--- config.mk ---
export PLATFORM = sky130hd
export DESIGN_NAME = kds_status_display
export DESIGN_NICKNAME = d
export VERILOG_FILES = /design/src/logic/kds_pkg.sv /design/src/logic/kds_status_display.sv
export SDC_FILE = /design/constraint.sdc
export NUM_CORES = 1
export LEC_CHECK = 0
export BUFFER_PORTS_ARGS = -buffer_cell sky130_fd_sc_hd__buf_4
export CAP_MARGIN = 20
export CORE_AREA = 2 2 72 88
export CTS_BUF_LIST = sky130_fd_sc_hd__clkbuf_4
export CTS_CLUSTER_DIAMETER = 30
export DETAILED_ROUTE_END_ITERATION = 16
export DIE_AREA = 0 0 74 90
export GPL_ROUTABILITY_DRIVEN = 1
export GPL_TIMING_DRIVEN = 1
export PLACE_DENSITY_LB_ADDON = 0.2
export SYNTH_ARGS = -nofsm -noshare
export SYNTH_HDL_FRONTEND = slang
export SYNTH_SLANG_ARGS = --single-unit
--- constraint.sdc ---
create_clock -name i_sys_clk -period 4.5 [get_ports i_sys_clk]
set_input_delay 0.45 -clock i_sys_clk [delete_from_list [all_inputs] [get_ports i_sys_clk]]
set_output_delay 0.45 -clock i_sys_clk [all_outputs]
set_load 0.02 [all_outputs]
--- src/logic/kds_pkg.sv ---
/*
  Package for the kernel diagnostic status display block: widths, key
  positions, error index range, nonvolatile layout, timing, states and the
  nonvolatile write carrier.
  Assumes a single 20 MHz clock shared by every user of the package.
*/
package kds_pkg;

  // clock and timing
  localparam int unsigned KDS_CLK_HZ = 20_000_000;
  localparam int unsigned KDS_FLASH_HALF_MS = 250;
  localparam int unsigned KDS_FLASH_HALF_CYCLES = (KDS_FLASH_HALF_MS * (KDS_CLK_HZ / 1000));

  // front panel keys, same order as the menu lamps, bottom first
  localparam int unsigned KDS_KEY_COUNT = 8;
  localparam int unsigned KDS_FIRST_CLEAR_KEY_POS = 0;
  localparam int unsigned KDS_SECOND_CLEAR_KEY_POS = 1;

  // kernel error index
  localparam int unsigned KDS_ERR_W = 5;
  localparam logic [4:0] KDS_ERR_MIN = 5'h0B;
  localparam logic [4:0] KDS_ERR_MAX = 5'h1F;
  localparam logic [4:0] KDS_ERR_RESET = 5'h00;

  // nonvolatile memory layout
  localparam int unsigned KDS_NV_AW = 8;
  localparam int unsigned KDS_NV_DW = 8;
  localparam logic [7:0] KDS_NV_LAST_ADDR = 8'hFF;
  localparam logic [7:0] KDS_NV_ADDR_POWER_CYCLE_COUNT = 8'hF0;
  localparam logic [7:0] KDS_NV_ADDR_OPERATING_TIME_TOTAL = 8'hF4;
  localparam logic [7:0] KDS_NV_ADDR_CHASSIS_SERIAL_NUMBER = 8'hF8;
  localparam logic [7:0] KDS_NV_DEFAULT_VALUE = 8'h00;

  // sequencer states
  typedef enum logic [5:0] {
    KDS_ST_POWER_ON = 6'h01,
    KDS_ST_KERNEL = 6'h02,
    KDS_ST_FAILED = 6'h04,
    KDS_ST_SCAN = 6'h08,
    KDS_ST_ERASE = 6'h10,
    KDS_ST_DONE = 6'h20
  } kds_state_t;

  typedef struct packed {
    logic we;
    logic [KDS_NV_AW-1:0] addr;
    logic [KDS_NV_DW-1:0] data;
  } kds_nv_wr_t;

endpackage

--- src/logic/kds_status_display.sv ---
/*
  Power-up diagnostic reporting: status lamps, kernel error index on menu
  lamps and probe points, and the two-key nonvolatile erase.
  Assumes the processor side gives one-cycle kernel start/pass/fail pulses
  and a nonvolatile write port that accepts one write every clock.
*/
//
// Summary of operation
// RULE1: after kernel pass, erase only if exactly two clear keys
// RULE2: erase writes default, keeps three protected locations
// RULE3: menu lamps show index, bottom lamp is lsb
// RULE4: lit lamp is one, dark lamp is zero
// RULE5: reported index lies between 0B and 1F; code shows 00 until an index in range is reported
// RULE6: flash while kernel runs, steady on failure
// RULE7: lamps B/A encode power-on, running, failed, finished
// RULE8: probe points carry index msb first, high true
// RULE9: one held index register feeds lamps and probes
`timescale 1ns/1ns
module kds_status_display
  import kds_pkg::*;
#(
  parameter int unsigned FLASH_CYCLES = KDS_FLASH_HALF_CYCLES
) (
  // clock and reset
  input wire logic i_sys_clk,
  input wire logic i_reset,
  // kernel diagnostic events
  input wire logic i_kernel_start,
  input wire logic i_kernel_pass,
  input wire logic i_kernel_fail,
  input wire logic [KDS_ERR_W-1:0] i_kernel_err_index,
  // front panel keys, 1 = closed
  input wire logic [KDS_KEY_COUNT-1:0] i_panel_keys,
  // lamps and probe points
  output logic o_status_lamp_a,
  output logic o_status_lamp_b,
  output logic [KDS_ERR_W-1:0] o_menu_lamps,
  output logic [KDS_ERR_W-1:0] o_error_probe_points,
  // nonvolatile write port
  output kds_nv_wr_t o_nv_wr,
  // progress
  output logic o_erase_busy,
  output logic o_selftest_start
);

  localparam logic [KDS_KEY_COUNT-1:0] CLEAR_COMBO =
    KDS_KEY_COUNT'((1 << KDS_FIRST_CLEAR_KEY_POS) | (1 << KDS_SECOND_CLEAR_KEY_POS));
  localparam logic [31:0] FLASH_LAST = 32'(FLASH_CYCLES - 1);

  kds_state_t state_ff, nxt_state;
  logic [31:0] flash_cnt_ff, nxt_flash_cnt;
  logic blink_ff, nxt_blink;
  logic [KDS_ERR_W-1:0] err_index_ff, nxt_err_index;
  logic [KDS_NV_AW-1:0] erase_addr_ff, nxt_erase_addr;
  logic lamp_a_ff, nxt_lamp_a;
  logic lamp_b_ff, nxt_lamp_b;
  kds_nv_wr_t nv_wr_ff, nxt_nv_wr;
  logic erase_busy_ff, nxt_erase_busy;
  logic selftest_start_ff, nxt_selftest_start;
  logic flash_tick;
  logic addr_protected;
  logic index_valid;

  assign flash_tick = (flash_cnt_ff == FLASH_LAST);
  assign index_valid = (i_kernel_err_index >= KDS_ERR_MIN) && (i_kernel_err_index <= KDS_ERR_MAX); // [RULE5]
  assign addr_protected = (erase_addr_ff == KDS_NV_ADDR_POWER_CYCLE_COUNT) ||
                          (erase_addr_ff == KDS_NV_ADDR_OPERATING_TIME_TOTAL) ||
                          (erase_addr_ff == KDS_NV_ADDR_CHASSIS_SERIAL_NUMBER); // [RULE2]

  always_comb begin
    nxt_state = state_ff;
    nxt_flash_cnt = flash_cnt_ff;
    nxt_blink = blink_ff;
    nxt_err_index = err_index_ff;
    nxt_erase_addr = erase_addr_ff;
    nxt_lamp_a = lamp_a_ff;
    nxt_lamp_b = lamp_b_ff;
    nxt_nv_wr = '0;
    nxt_erase_busy = 1'b0;
    nxt_selftest_start = 1'b0;
    case (state_ff)
      KDS_ST_POWER_ON: begin
        nxt_lamp_a = 1'b1; // [RULE7]
        nxt_lamp_b = 1'b1;
        if (i_kernel_start) begin
          nxt_state = KDS_ST_KERNEL;
          nxt_flash_cnt = '0;
          nxt_blink = 1'b1;
          nxt_lamp_a = 1'b0;
          nxt_lamp_b = 1'b1;
        end
      end
      KDS_ST_KERNEL: begin
        // lamp b blinks, a stays dark: running pattern shown on each lit phase
        nxt_flash_cnt = flash_tick ? '0 : flash_cnt_ff + 32'h00000001;
        nxt_blink = flash_tick ? ~blink_ff : blink_ff; // [RULE6]
        nxt_lamp_a = 1'b0; // [RULE7]
        nxt_lamp_b = nxt_blink;
        if (i_kernel_fail) begin
          // an out-of-range code still shows failure but leaves the index alone
          if (index_valid) begin
            nxt_err_index = i_kernel_err_index; // [RULE5] [RULE9]
          end
          nxt_state = KDS_ST_FAILED;
          nxt_lamp_a = 1'b1; // [RULE6] [RULE7]
          nxt_lamp_b = 1'b0;
        end else if (i_kernel_pass) begin
          nxt_state = KDS_ST_SCAN;
          nxt_lamp_a = 1'b0; // [RULE7]
          nxt_lamp_b = 1'b0;
        end
      end
      KDS_ST_FAILED: begin
        // held until the next power-up; no self-test after a kernel fault
        nxt_lamp_a = 1'b1; // [RULE6]
        nxt_lamp_b = 1'b0;
      end
      KDS_ST_SCAN: begin
        nxt_lamp_a = 1'b0;
        nxt_lamp_b = 1'b0;
        if (i_panel_keys == CLEAR_COMBO) begin // [RULE1]
          nxt_state = KDS_ST_ERASE;
          nxt_erase_addr = '0;
          nxt_erase_busy = 1'b1;
        end else begin
          nxt_state = KDS_ST_DONE;
          nxt_selftest_start = 1'b1;
        end
      end
      KDS_ST_ERASE: begin
        nxt_erase_busy = 1'b1;
        nxt_nv_wr.we = ~addr_protected; // [RULE2]
        nxt_nv_wr.addr = erase_addr_ff;
        nxt_nv_wr.data = KDS_NV_DEFAULT_VALUE;
        nxt_erase_addr = erase_addr_ff + 8'h01;
        if (erase_addr_ff == KDS_NV_LAST_ADDR) begin
          nxt_state = KDS_ST_DONE;
          nxt_erase_busy = 1'b0;
          nxt_selftest_start = 1'b1;
        end
      end
      KDS_ST_DONE: begin
        nxt_lamp_a = 1'b0;
        nxt_lamp_b = 1'b0;
      end
      default: begin
        nxt_state = KDS_ST_POWER_ON;
        nxt_lamp_a = 1'b1;
        nxt_lamp_b = 1'b1;
      end
    endcase
  end

  always_ff @(posedge i_sys_clk) begin
    if (i_reset) begin
      state_ff <= KDS_ST_POWER_ON;
      flash_cnt_ff <= '0;
      blink_ff <= 1'b1;
      err_index_ff <= KDS_ERR_RESET;
      erase_addr_ff <= '0;
      lamp_a_ff <= 1'b1;
      lamp_b_ff <= 1'b1;
      nv_wr_ff <= '0;
      erase_busy_ff <= 1'b0;
      selftest_start_ff <= 1'b0;
    end else begin
      state_ff <= nxt_state;
      flash_cnt_ff <= nxt_flash_cnt;
      blink_ff <= nxt_blink;
      err_index_ff <= nxt_err_index;
      erase_addr_ff <= nxt_erase_addr;
      lamp_a_ff <= nxt_lamp_a;
      lamp_b_ff <= nxt_lamp_b;
      nv_wr_ff <= nxt_nv_wr;
      erase_busy_ff <= nxt_erase_busy;
      selftest_start_ff <= nxt_selftest_start;
    end
  end

  // lamp bit i is the i-th lamp from the bottom; probe vector bit 4 is the msb point
  assign o_menu_lamps = err_index_ff; // [RULE3] [RULE4] [RULE9]
  assign o_error_probe_points = err_index_ff; // [RULE8] [RULE9]
  assign o_status_lamp_a = lamp_a_ff;
  assign o_status_lamp_b = lamp_b_ff;
  assign o_nv_wr = nv_wr_ff;
  assign o_erase_busy = erase_busy_ff;
  assign o_selftest_start = selftest_start_ff;
endmodule

-- Word level (Yosys, flattened, before mapping)
Index checks and enable logic that the tools add are counted.
- register bits: 73
- bits in latches: 0
- RAM bits: 0
- ROM bits: 0
- input port bits: 18
- output and inout port bits: 31
- memories: 0
- add/sub/neg operators: 2
- multiply operators: 0
- div/mod/pow operators: 0
- magnitude comparators: 2
- equality and inequality tests: 16
- shift operators: 0
- mux-type cells: 26
- bitwise gates (word level): 4
- reduce and logical (&&, ||, !) cells: 13
- operator list (kind ; number):
    two-way mux 32 bit ; 2
    one-hot mux 32 bit (2 select lines) ; 1
    adder 32 x 1 -> 32 bit, second input constant ; 1
    equality test 32 x 23 -> 1 bit, second input constant ; 1
    equality test 8 bit, second input constant ; 4
    two-way mux 6 bit ; 5
    one-hot mux 6 bit (5 select lines) ; 1
    one-hot mux 8 bit (2 select lines) ; 1
    two-way mux 1 bit ; 10
    adder 8 x 1 -> 8 bit, second input constant ; 1
    equality test 8 x 2 -> 1 bit, second input constant ; 1
    two-way mux 8 bit ; 1
    equality test 6 x 1 -> 1 bit, second input constant ; 1
    equality test 6 x 2 -> 1 bit, second input constant ; 1
    equality test 6 x 3 -> 1 bit, second input constant ; 1
    equality test 6 x 4 -> 1 bit, second input constant ; 1
    equality test 6 x 5 -> 1 bit, second input constant ; 1
    equality test 6 bit, second input constant ; 1
    != test 2 bit, second input constant ; 3
    one-hot mux 1 bit (2 select lines) ; 3
    OR reduction 2 bit ; 3
    greater-or-equal comparator 5 x 4 -> 1 bit, second input constant ; 1
    less-or-equal comparator 5 bit, second input constant ; 1
    inverter 1 bit ; 4
    other kinds (10) ; 13

-- Longest topological paths before layout
Gate-level depths: netlist of run 1.
- depth in word-level cells: 5
- depth in mapped cells: 8
- depth with buffers taken out: 6

-- Worst setup path before layout of run 1
OpenSTA, ideal clock, no wires.
- path kind: register -> register
- from: register flash_cnt_ff[0]
- to: register flash_cnt_ff[28]
- setup time: 126 ps
- arrival: 1887 ps
- required time: 4374 ps
- setup slack: 2487 ps
- cell stages (with the launch flop): 7
- buffers on the path: 0
- cell sequence: dfxtp_1 ha_1 nand3_1 or4_4 or4_1 a22oi_1 o41ai_1
- cells in the longest elaborated chain, start to end: 3
- elaborated cells on any way between the ends: 4
- RTL lines (what ; RTL line ; text):
    start, declared ; kds_status_display.sv:51 ; logic [31:0] flash_cnt_ff, nxt_flash_cnt;
    start signal, assigned ; kds_status_display.sv:168 ; flash_cnt_ff <= nxt_flash_cnt;
    adder 32 x 1 -> 32 bit or equality test 32 x 23 -> 1 bit (tied branches) ; kds_status_display.sv:95, kds_status_display.sv:64 ;
    two-way mux 32 bit * ; kds_status_display.sv:95 ; nxt_flash_cnt = flash_tick ? '0 : flash_cnt_ff + 32'h00000001;
    one-hot mux 32 bit (2 select lines) * ; kds_status_display.sv:81 ; case (state_ff)
Every way passes the cells marked *; elsewhere a longest branch is shown, timed or not.
A chain may end at the register's enable or synchronous reset.

-- Final worst setup path of run 1
- from: register flash_cnt_ff[14]
- to: register flash_cnt_ff[16]
The elaborated chain is that of the path after synthesis.

==> results of run 1 <==
-- kinds of logic (layout without fill, tap and decap cells) --
kind of cell,after synthesis,count (layout)
flops,65,65
buf+inv,45,67
simple gates,200,200
fa+ha+maj,3,3
xor+xnor,6,6
other cells,1,8
compound gates,87,87
mux,7,7
-- how the worst min path moves through the flow --
stage	slack [ns]	cells after the start	startpoint	end
after floorplan	0.45	2	flash_cnt_ff[31]	flash_cnt_ff[31]
after global placement	0.47	2	flash_cnt_ff[31]	flash_cnt_ff[31]
after detailed placement	0.47	2	flash_cnt_ff[31]	flash_cnt_ff[31]
after CTS	0.22	2	i_kernel_fail	state_ff[3]
after global routing	0.22	2	i_kernel_fail	state_ff[3]
final	0.24	2	i_kernel_fail	state_ff[3]
-- power breakdown --
| part | total, uW | switching, uW | leakage (uW) | internal, uW |
|---|---|---|---|---|
| logic | 92.4 | 54.3 | 0.000723 | 38.1 |
| registers | 588 | 6.97 | 0.000524 | 581 |
| clock network | 373 | 206 | 0.0000658 | 167 |
-- flip-flops by register name, summed over array words and instances (netlist names) --
name,count
blink_ff,1
erase_addr_ff,8
flash_cnt_ff,32
o_erase_busy,1
o_error_probe_points,5
o_nv_wr,9
o_selftest_start,1
o_status_lamp_a,1
o_status_lamp_b,1
state_ff,6
-- worst max-delay path: stages, from the launching register on --
cell and delay, ns:
dfxtp_1 0.47, or4b_4 0.51, nor4_4 0.33, nand3_2 0.47, a31o_2 0.41, a22o_1 0.23
-- metal layers --
layer  wire length (microns)  up-vias  part of all wire [%]  global-route usage (%)
li1                        -     1571                     -                       -
met1                    3310     1424                    42                    29.4
met2                    3880      112                    49                    39.1
met5                       0        -                     0                       0
met4                     253        0                   3.2                    12.6
met3                     434       21                   5.5                    5.83
-- stage by stage --
| step | hold WS [ns] | area (sq um) | util [%] | power (uW) | setup slack [ns] |
|---|---|---|---|---|---|
| after floorplan | 0.449 | 3450 | - | 669 | 2.49 |
| after global placement | 0.467 | 3650 | 62.3 | 691 | 2.06 |
| after detailed placement | 0.472 | 3650 | 62.3 | 693 | 1.99 |
| after CTS | 0.216 | 3770 | 64.4 | 1060 | 1.98 |
| after global routing | 0.224 | 3770 | 64.4 | 1090 | 1.79 |
| final | 0.236 | 3770 | 64.4 | 1050 | 1.97 |
-- placed cells by master, fill, tap and decap left out, types with 13 or more instances in the layout --
master	n
a21oi_1	20
nand2_1	38
nor2_1	32
dfxtp_1	65
nand4_1	16
nand3_1	27
nor3_1	13
buf_4	42
o21ai_0	27
-- final cells by class --
cell class | instances | area, sq um
Clock buffer | 10 | 75.1
Fill cell | 520 | 2080
Timing Repair Buffer | 42 | 315
Clock inverter | 4 | 46.3
Multi-Input combinational cell | 311 | 1890
Sequential cell | 65 | 1300
Inverter | 11 | 41.3
Tap cell | 82 | 103
==> summary.md, run 1 <==
| Metric | Value |
|---|---|
| Status | `complete, no violations` |
| Peak VDD IR | `0.000201 V` |
| Vias | `3,128` |
| Final period util | `56.3%` |
| Synth top area share | `38.1%` |
| End of the critical path | `flash_cnt_ff[16]` |
| Placement row count | `31` |
| Layout cells sized above 1 | `16.7%` |
| Worst-path fanout max | `27` |
| Crit. End Element | `flop` |
| Peak Freq | `395 MHz` |
| TNS Setup | `0 ns` |
| Post-synthesis compound-gate area fraction | `15.7%` |
| Startpoint types | `flop` |
| Syn avg cell area | `8.26 sq um` |
| CTS buffer count | `9` |
| Core Region | `0.00586 sq mm` |
| DIE AREA | `0.00666 sq mm` |
| Clk buf depth | `2` |
| Leak | `0.00131 uW` |
| XOR/XNOR share of the synthesized area | `1.54%` |
| Setup crit start | `flash_cnt_ff[14]` |
| Pwr per Cell Area | `279 mW/mm^2` |
| Die Y | `90 microns` |
| Worst skew pair latency | `0.42 ns` |
| Yosys cell types | `64` |
| DRC viols | `0` |
| Synth top area cells | `dfxtp_1 (38%), nand2_1 (4.2%), nand3_1 (4.0%), o21ai_0 (4.0%), nor2_1 (3.5%)` |
| Synth area leader | `dfxtp_1` |
| # Max-Cap Violations | `0` |
| Avg Vias per Cell | `5.96` |
| Final hold vios | `0` |
| Most instantiated cells after synthesis | `dfxtp_1 (65), nand2_1 (38), nor2_1 (32), nand3_1 (27), o21ai_0 (27)` |
| Initial antenna violation count | `0` |
| Synth Instances | `414` |
| Post-CTS Setup Bufs | `0` |
| ANT cells | `0` |
| Worst EP arrival | `2.84 ns` |
| Number of global-route vias before repair | `2,773` |
| Cts hold-fix bufs | `0` |
| First DRT Iteration DRCs | `267` |
| Initial Utilization | `58.4%` |
| CTS H-tree lvls | `3` |
| Dpl hpwl | `5.48 mm` |
| Clock slew at reported path FFs | `0.10 ns` |
| Placed insts | `511` |
| Final nets | `461` |
| Clock Tree Root | `clkbuf_4` |
| Gpl congestion | `0.897` |
| RSZ-0062 raised after global routing | `no` |
| Netlist Area Pre-Place | `0.00342 sq mm` |
| EDFF count, synth | `0` |
| Sequential fraction of the synthesis area | `38.1%` |
| Die extent in x | `74 microns` |
| Largest family of logic cells by synthesized area | `simple AND/OR/NAND/NOR gates` |
| Worst reg2reg startpoint | `flash_cnt_ff[14]` |
| Synth-to-Final Area Change | `10.3%` |
| Most frequent cell after synthesis | `dfxtp_1` |
| Worst Max-Slew Pin Slew | `0.811 ns` |
| Critical path type | `reg2reg` |
| GRT overflow | `0` |
| First-pass GRT wire length | `12.7 mm` |
| DR WL/cell | `15.0 microns` |
| Post-Synth Simple-Gate Area | `33.8%` |
| Reg2reg setup slack | `1.97 ns` |
| Type of the most critical hold path | `in2reg` |
| R2R cell count | `5` |
| Ys flop type | `dfxtp_1` |
| WL final | `7.87 mm` |
| # IOs | `49` |
| Final cell count without fillers | `525` |
| Seq cells post-synth | `65` |
| Fin. max-slew vios | `0` |
| Critical R2R Capture | `flash_cnt_ff[16]` |
| Multiplexer share of the synthesized area | `2.05%` |
| Endpoints failing setup | `0` |
| CTS tree | `built` |
| Port buffer count | `40` |
| Post-synthesis adder-cell area fraction | `1.10%` |
| Share of synthesized flip-flops with an asynchronous set or reset | `0%` |
| Overall Global Routing Usage | `24.3%` |
| Worst Skew | `0.0159 ns` |
| Routed Antenna Nets | `0` |
| Slew Limit Headroom | `45.4%` |
| Largest net degree at the start of global routing | `32` |
| Ys Warns | `0` |
| CTS resizes | `0` |
| Detailed Routing Iterations Pass 1 | `5` |
| Worst EP required | `4.81 ns` |
| CTS Sinks | `65` |
| Crit path time final | `2.53 ns` |
No activity file was read; power rests on OpenSTA's default activity.
==> inputs of run 2 (changes only) <==
Settings changed: CORE_AREA 2 2 72 88 to 2 2 76 93, DIE_AREA 0 0 74 90 to 0 0 78 95.
Clock period 4.5 ns to 2.05 ns, I/O delays scaled along.
==> summary.md, run 2 (same netlist as run 1, synthesis figures left out) <==
| Metric | Value |
|---|---|
| Status | `complete, no violations` |
| RSZ-0062 raised after global routing | `yes` |
| Most frequent cells in the layout | `buf_4 (95), dfxtp_1 (60), nand2_1 (38)` |
| # IOs | `49` |
| Core Region | `0.00661 sq mm` |
| Port buffer count | `40` |
| CP max-delay cell | `or4_4` |
| Final Cell Area | `0.00438 sq mm` |
| # fillers | `551` |
| Gpl congestion | `0.938` |
| CTS Sinks | `65` |
| Clk buf depth | `2` |
| Worst EP required | `2.39 ns` |
| DIE AREA | `0.00741 sq mm` |
| Clock slew at reported path FFs | `0.13 ns` |
| Final period util | `97.6%` |
| Max reg flops | `32` |
| Clock Tree Root | `clkbuf_4` |
| Placement row count | `33` |
| Endpoints failing setup | `0` |
| CTS H-tree lvls | `3` |
| Crit path largest cell delay | `0.55 ns` |
| DRC viols | `0` |
| Peak Freq | `500 MHz` |
| GRT overflow | `0` |
| Commonest non-fill, non-tap cell in the layout | `buf_4` |
| Startpoint types | `flop` |
| CTS buffer count | `9` |
| Routed Antenna Nets | `0` |
| Leak | `0.00163 uW` |
| Type of the most critical hold path | `in2reg` |
| Slew Limit Headroom | `65.0%` |
| Initial Utilization | `51.8%` |
| Worst skew pair latency | `0.43 ns` |
| Worst Path Buf+Inv | `0` |
| Biggest register | `flash_cnt_ff` |
| ANT cells | `0` |
| Layout cells sized above 1 | `29.7%` |
| Largest net degree at the start of global routing | `29` |
| First-pass GRT wire length | `14.2 mm` |
| Worst Max-Slew Pin Slew | `0.523 ns` |
| Crit-path cells | `or4_4 > nor4_4 > nand3_4 > a31o_2 > a22o_1` |
| DR WL/cell | `15.3 microns` |
| Pwr per Cell Area | `568 mW/mm^2` |
| Peak VDD IR | `0.000390 V` |
| Crit path time final | `2.00 ns` |
| Final nets | `518` |
| Worst-path fanout max | `8` |
| Fin. max-slew vios | `0` |
| Dpl hpwl | `6.47 mm` |
| Delay-heaviest family, CP | `simple AND/OR/NAND/NOR gates` |
| Overall Global Routing Usage | `24.2%` |
| Placed Area | `0.00405 sq mm` |
| Worst Skew | `0.0128 ns` |
| First DRT Iteration DRCs | `245` |
| Avg Vias per Cell | `5.83` |
| Vias | `3,434` |
| Crit. End Element | `flop` |
| Number of global-route vias before repair | `3,125` |
| Initial antenna violation count | `0` |
| Reg2reg setup slack | `0.05 ns` |
| Die extent in x | `78 microns` |
| # Max-Cap Violations | `0` |
| Critical path type | `reg2reg` |
| TNS Setup | `0 ns` |
| Final hold vios | `0` |
| Detailed Routing Iterations Pass 1 | `4` |
| Die Y | `95 microns` |
| CTS tree | `built` |
| Worst EP arrival | `2.34 ns` |
| Synth-to-Final Area Change | `28.0%` |
| WL final | `8.99 mm` |
[run 2: cell count changes in the layout (fill, tap and decap cells not counted), sizes merged]
cell / previous run / this run
buf: 42 / 98
inv: 11 / 13
clkinvlp: 1 / 3
clkinv: 2 / 1
dlygate4sd3: 0 / 1
clkbuf: 10 / 9
[run 2: final cells by class]
class / instances / area (sq um) / share of cell area [%]
multi-input combinational: 311 / 2020 / 46.1
sequential: 65 / 1310 / 29.9
timing repair buffer: 99 / 757 / 17.3
tap: 87 / 109 / 2.49
clock inverter: 7 / 78.8 / 1.80
clock buffer: 9 / 67.6 / 1.54
inverter: 11 / 41.3 / 0.943
[run 2: path summary, 6_finish.rpt]
kind,startpoint,endpoint,cells after the start
worst max-delay path,flash_cnt_ff[16],flash_cnt_ff[25],5
worst min-delay path,i_kernel_err_index[1],o_error_probe_points[1],3
worst max register to register,flash_cnt_ff[16],flash_cnt_ff[25],5
worst min register to register,flash_cnt_ff[6],flash_cnt_ff[6],2
[run 2: timing repair]
item / CTS / global route
hold buffers: 1 / 0
gates resized for setup: 0 / 28
endpoints found under the hold margin: 1 / 0
setup buffers: 0 / 4
endpoints found under the setup margin: 0 / 26
[run 2: metrics by stage]
stage	hold WS, ns	setup WS (ns)	cells	power (uW)	util, %
floorplan	0.284	0.0372	421	1470	-
global placement	0.411	0.0938	568	1550	61.3
detailed placement	0.419	0.0235	568	1560	61.3
CTS	0.00628	0.000254	585	2480	63.6
global route	0.0103	-0.0680	589	2590	66.3
finish	0.0250	0.0502	589	2490	66.3
[run 2: power breakdown]
| group | leakage (uW) | internal [uW] | switching (uW) | total (uW) |
|---|---|---|---|---|
| combinational | 0.00104 | 126 | 148 | 274 |
| clock | 0.0000692 | 381 | 545 | 926 |
| sequential | 0.000527 | 1280 | 9.30 | 1290 |
| total | 0.00163 | 1780 | 703 | 2490 |
[run 2: tightest hold or removal path, cell delays in order]
cell     delay [ns]
buf_4          0.08
mux2i_1        0.05
nor2_1         0.07
[run 2: per-layer routing]
metal	up-vias	GRT usage, %	part of all wire, %
met5	-	0	0
met4	0	11.4	2.4
met3	18	4.59	3.7
met2	88	44.8	53
met1	1647	26.6	40
li1	1681	-	-
==> inputs of run 3 (changes only) <==
Settings changed: SETUP_SLACK_MARGIN set to 0.1.
==> summary.md, run 3 (same netlist as run 1, synthesis figures left out) <==
| Metric | Value |
|---|---|
| Biggest register | `flash_cnt_ff` |
| GRT overflow | `0` |
| First-pass GRT wire length | `14.8 mm` |
| CP max-delay cell | `or4_4` |
| CTS Sinks | `65` |
| Core Region | `0.00661 sq mm` |
| Crit path largest cell delay | `0.54 ns` |
| Placement row count | `33` |
| Largest net degree at the start of global routing | `30` |
| First DRT Iteration DRCs | `280` |
| Worst EP arrival | `2.27 ns` |
| CTS H-tree lvls | `3` |
| DR WL/cell | `15.2 microns` |
| Crit path time final | `1.96 ns` |
| # IOs | `49` |
| Commonest non-fill, non-tap cell in the layout | `buf_4` |
| CTS buffer count | `9` |
| Clock slew at reported path FFs | `0.12 ns` |
| Met2 WL post-DR | `4.52 mm` |
| Gpl congestion | `0.884` |
| Final hold vios | `0` |
| ANT cells | `0` |
| Die Y | `95 microns` |
| Peak VDD IR | `0.000438 V` |
| Placed insts | `564` |
| Crit. End Element | `flop` |
| Routed length on met1 | `3.72 mm` |
| WL final | `8.94 mm` |
| Number of global-route vias before repair | `3,210` |
| Type of the most critical hold path | `in2reg` |
| Initial Utilization | `51.8%` |
| Overall Global Routing Usage | `24.8%` |
| # Max-Cap Violations | `0` |
| Leak | `0.00163 uW` |
| Final nets | `517` |
| Metal3 WL | `420 microns` |
| Die extent in x | `78 microns` |
| Fin. max-slew vios | `0` |
| Delay-heaviest family, CP | `simple AND/OR/NAND/NOR gates` |
| Initial antenna violation count | `0` |
| Avg Vias per Cell | `5.93` |
| Worst Path Buf+Inv | `0` |
| Status | `complete, no violations` |
| Crit-path most repeated cell | `or4_4` |
| Final cell count without fillers | `588` |
| Max reg flops | `32` |
| Dpl hpwl | `6.26 mm` |
| Total power | `2410 uW` |
| Pwr per Cell Area | `553 mW/mm^2` |
| Startpoint types | `flop` |
| Critical path type | `reg2reg` |
| DRC viols | `0` |
| Worst-path fanout max | `5` |
| Most frequent cells in the layout | `buf_4 (95), dfxtp_1 (54), nand2_1 (38)` |
| DIE AREA | `0.00741 sq mm` |
| Crit-path cells | `ha_4 > nand3_2 > or4_4 > or4_4 > a22oi_2 > o41ai_2` |
| Layout cells sized above 1 | `32.1%` |
| RSZ-0062 raised after global routing | `yes` |
| Vias | `3,489` |
| Detailed Routing Iterations Pass 1 | `5` |
| Worst skew pair latency | `0.41 ns` |
| Routed Antenna Nets | `0` |
| Synth-to-Final Area Change | `27.5%` |
| Worst EP required | `2.36 ns` |
| CTS tree | `built` |
| Clk buf depth | `2` |
| Endpoints failing setup | `0` |
| Peak Freq | `509 MHz` |
| Final period util | `95.8%` |
| Clock Tree Root | `clkbuf_4` |
| Port buffer count | `40` |
| Uppermost layer routed | `met4` |
| Worst Skew | `0.0103 ns` |
==> run 3: cell types whose count changed in the layout (fill, tap and decap cells not counted), moves of 2 or more <==
cell      change
inv_6         -2
clkinv_2      +2
a31oi_4       -2
buf_6         -3
or4_4         +2
or4_1         -2
dfxtp_1       -6
dfxtp_2       +6
==> run 3: metal layers <==
metal / up-vias / track usage, %
met5: - / 0
met4: 0 / 10.4
met3: 25 / 5.07
met2: 121 / 44.0
met1: 1666 / 29.2
li1: 1677 / -
==> run 3: worst reg2reg max path, cell delays in order (launching register included) <==
cell,delay (ns)
dfxtp_2,0.37
ha_4,0.14
nand3_2,0.08
or4_4,0.54
or4_4,0.50
a22oi_2,0.15
o41ai_2,0.10
==> run 3: through the flow <==
| stage | TNS [ns] | utilization, % | setup WS, ns | hold WS [ns] | cell area [sq um] |
|---|---|---|---|---|---|
| after CTS | 0 | 63.8 | 0.0377 | 0.0198 | 4220 |
| after global placement | 0 | 61.1 | 0.0977 | 0.412 | 4040 |
| after floorplan | 0 | - | 0.0696 | 0.284 | 3470 |
| final | 0 | 66.0 | 0.0864 | 0.0346 | 4360 |
| after detailed placement | 0 | 61.1 | 0.0369 | 0.411 | 4040 |
| after global routing | -0.116 | 66.0 | -0.0380 | 0.0173 | 4360 |
==> run 3: layout make-up <==
type	count	area, sq um
multi-input cells	312	2020
clock buffers	9	67.6
repair buffers	97	738
inverters	11	41.3
well taps	87	109
fillers	563	2250
flip-flops and latches	65	1320
clock inverters	7	71.3
==> run 3: what timing repair did <==
item                       CTS  global route
resized for setup            7            24
setup buffers                1             5
setup endpoints to repair   12            38
pin swaps                    7             8
gates cloned                 0             1
hold endpoints to repair     1             0
hold buffers                 1             0
==> run 3: worst paths after layout <==
path,start,endpoint,slack [ns],cells after the start
hold / removal,i_kernel_err_index[1],o_error_probe_points[1],0.03,3
setup / recovery,flash_cnt_ff[0],flash_cnt_ff[28],0.09,6
hold reg to reg,flash_cnt_ff[31],flash_cnt_ff[31],0.49,2
setup reg to reg,flash_cnt_ff[0],flash_cnt_ff[28],0.09,6
==> run 3: report_power, final <==
group,leakage [uW],switching [uW],internal (uW),total [uW]
Clock,0.0000679,502,368,870
Sequential,0.000530,8.90,1280,1280
Combinational,0.00103,145,113,258
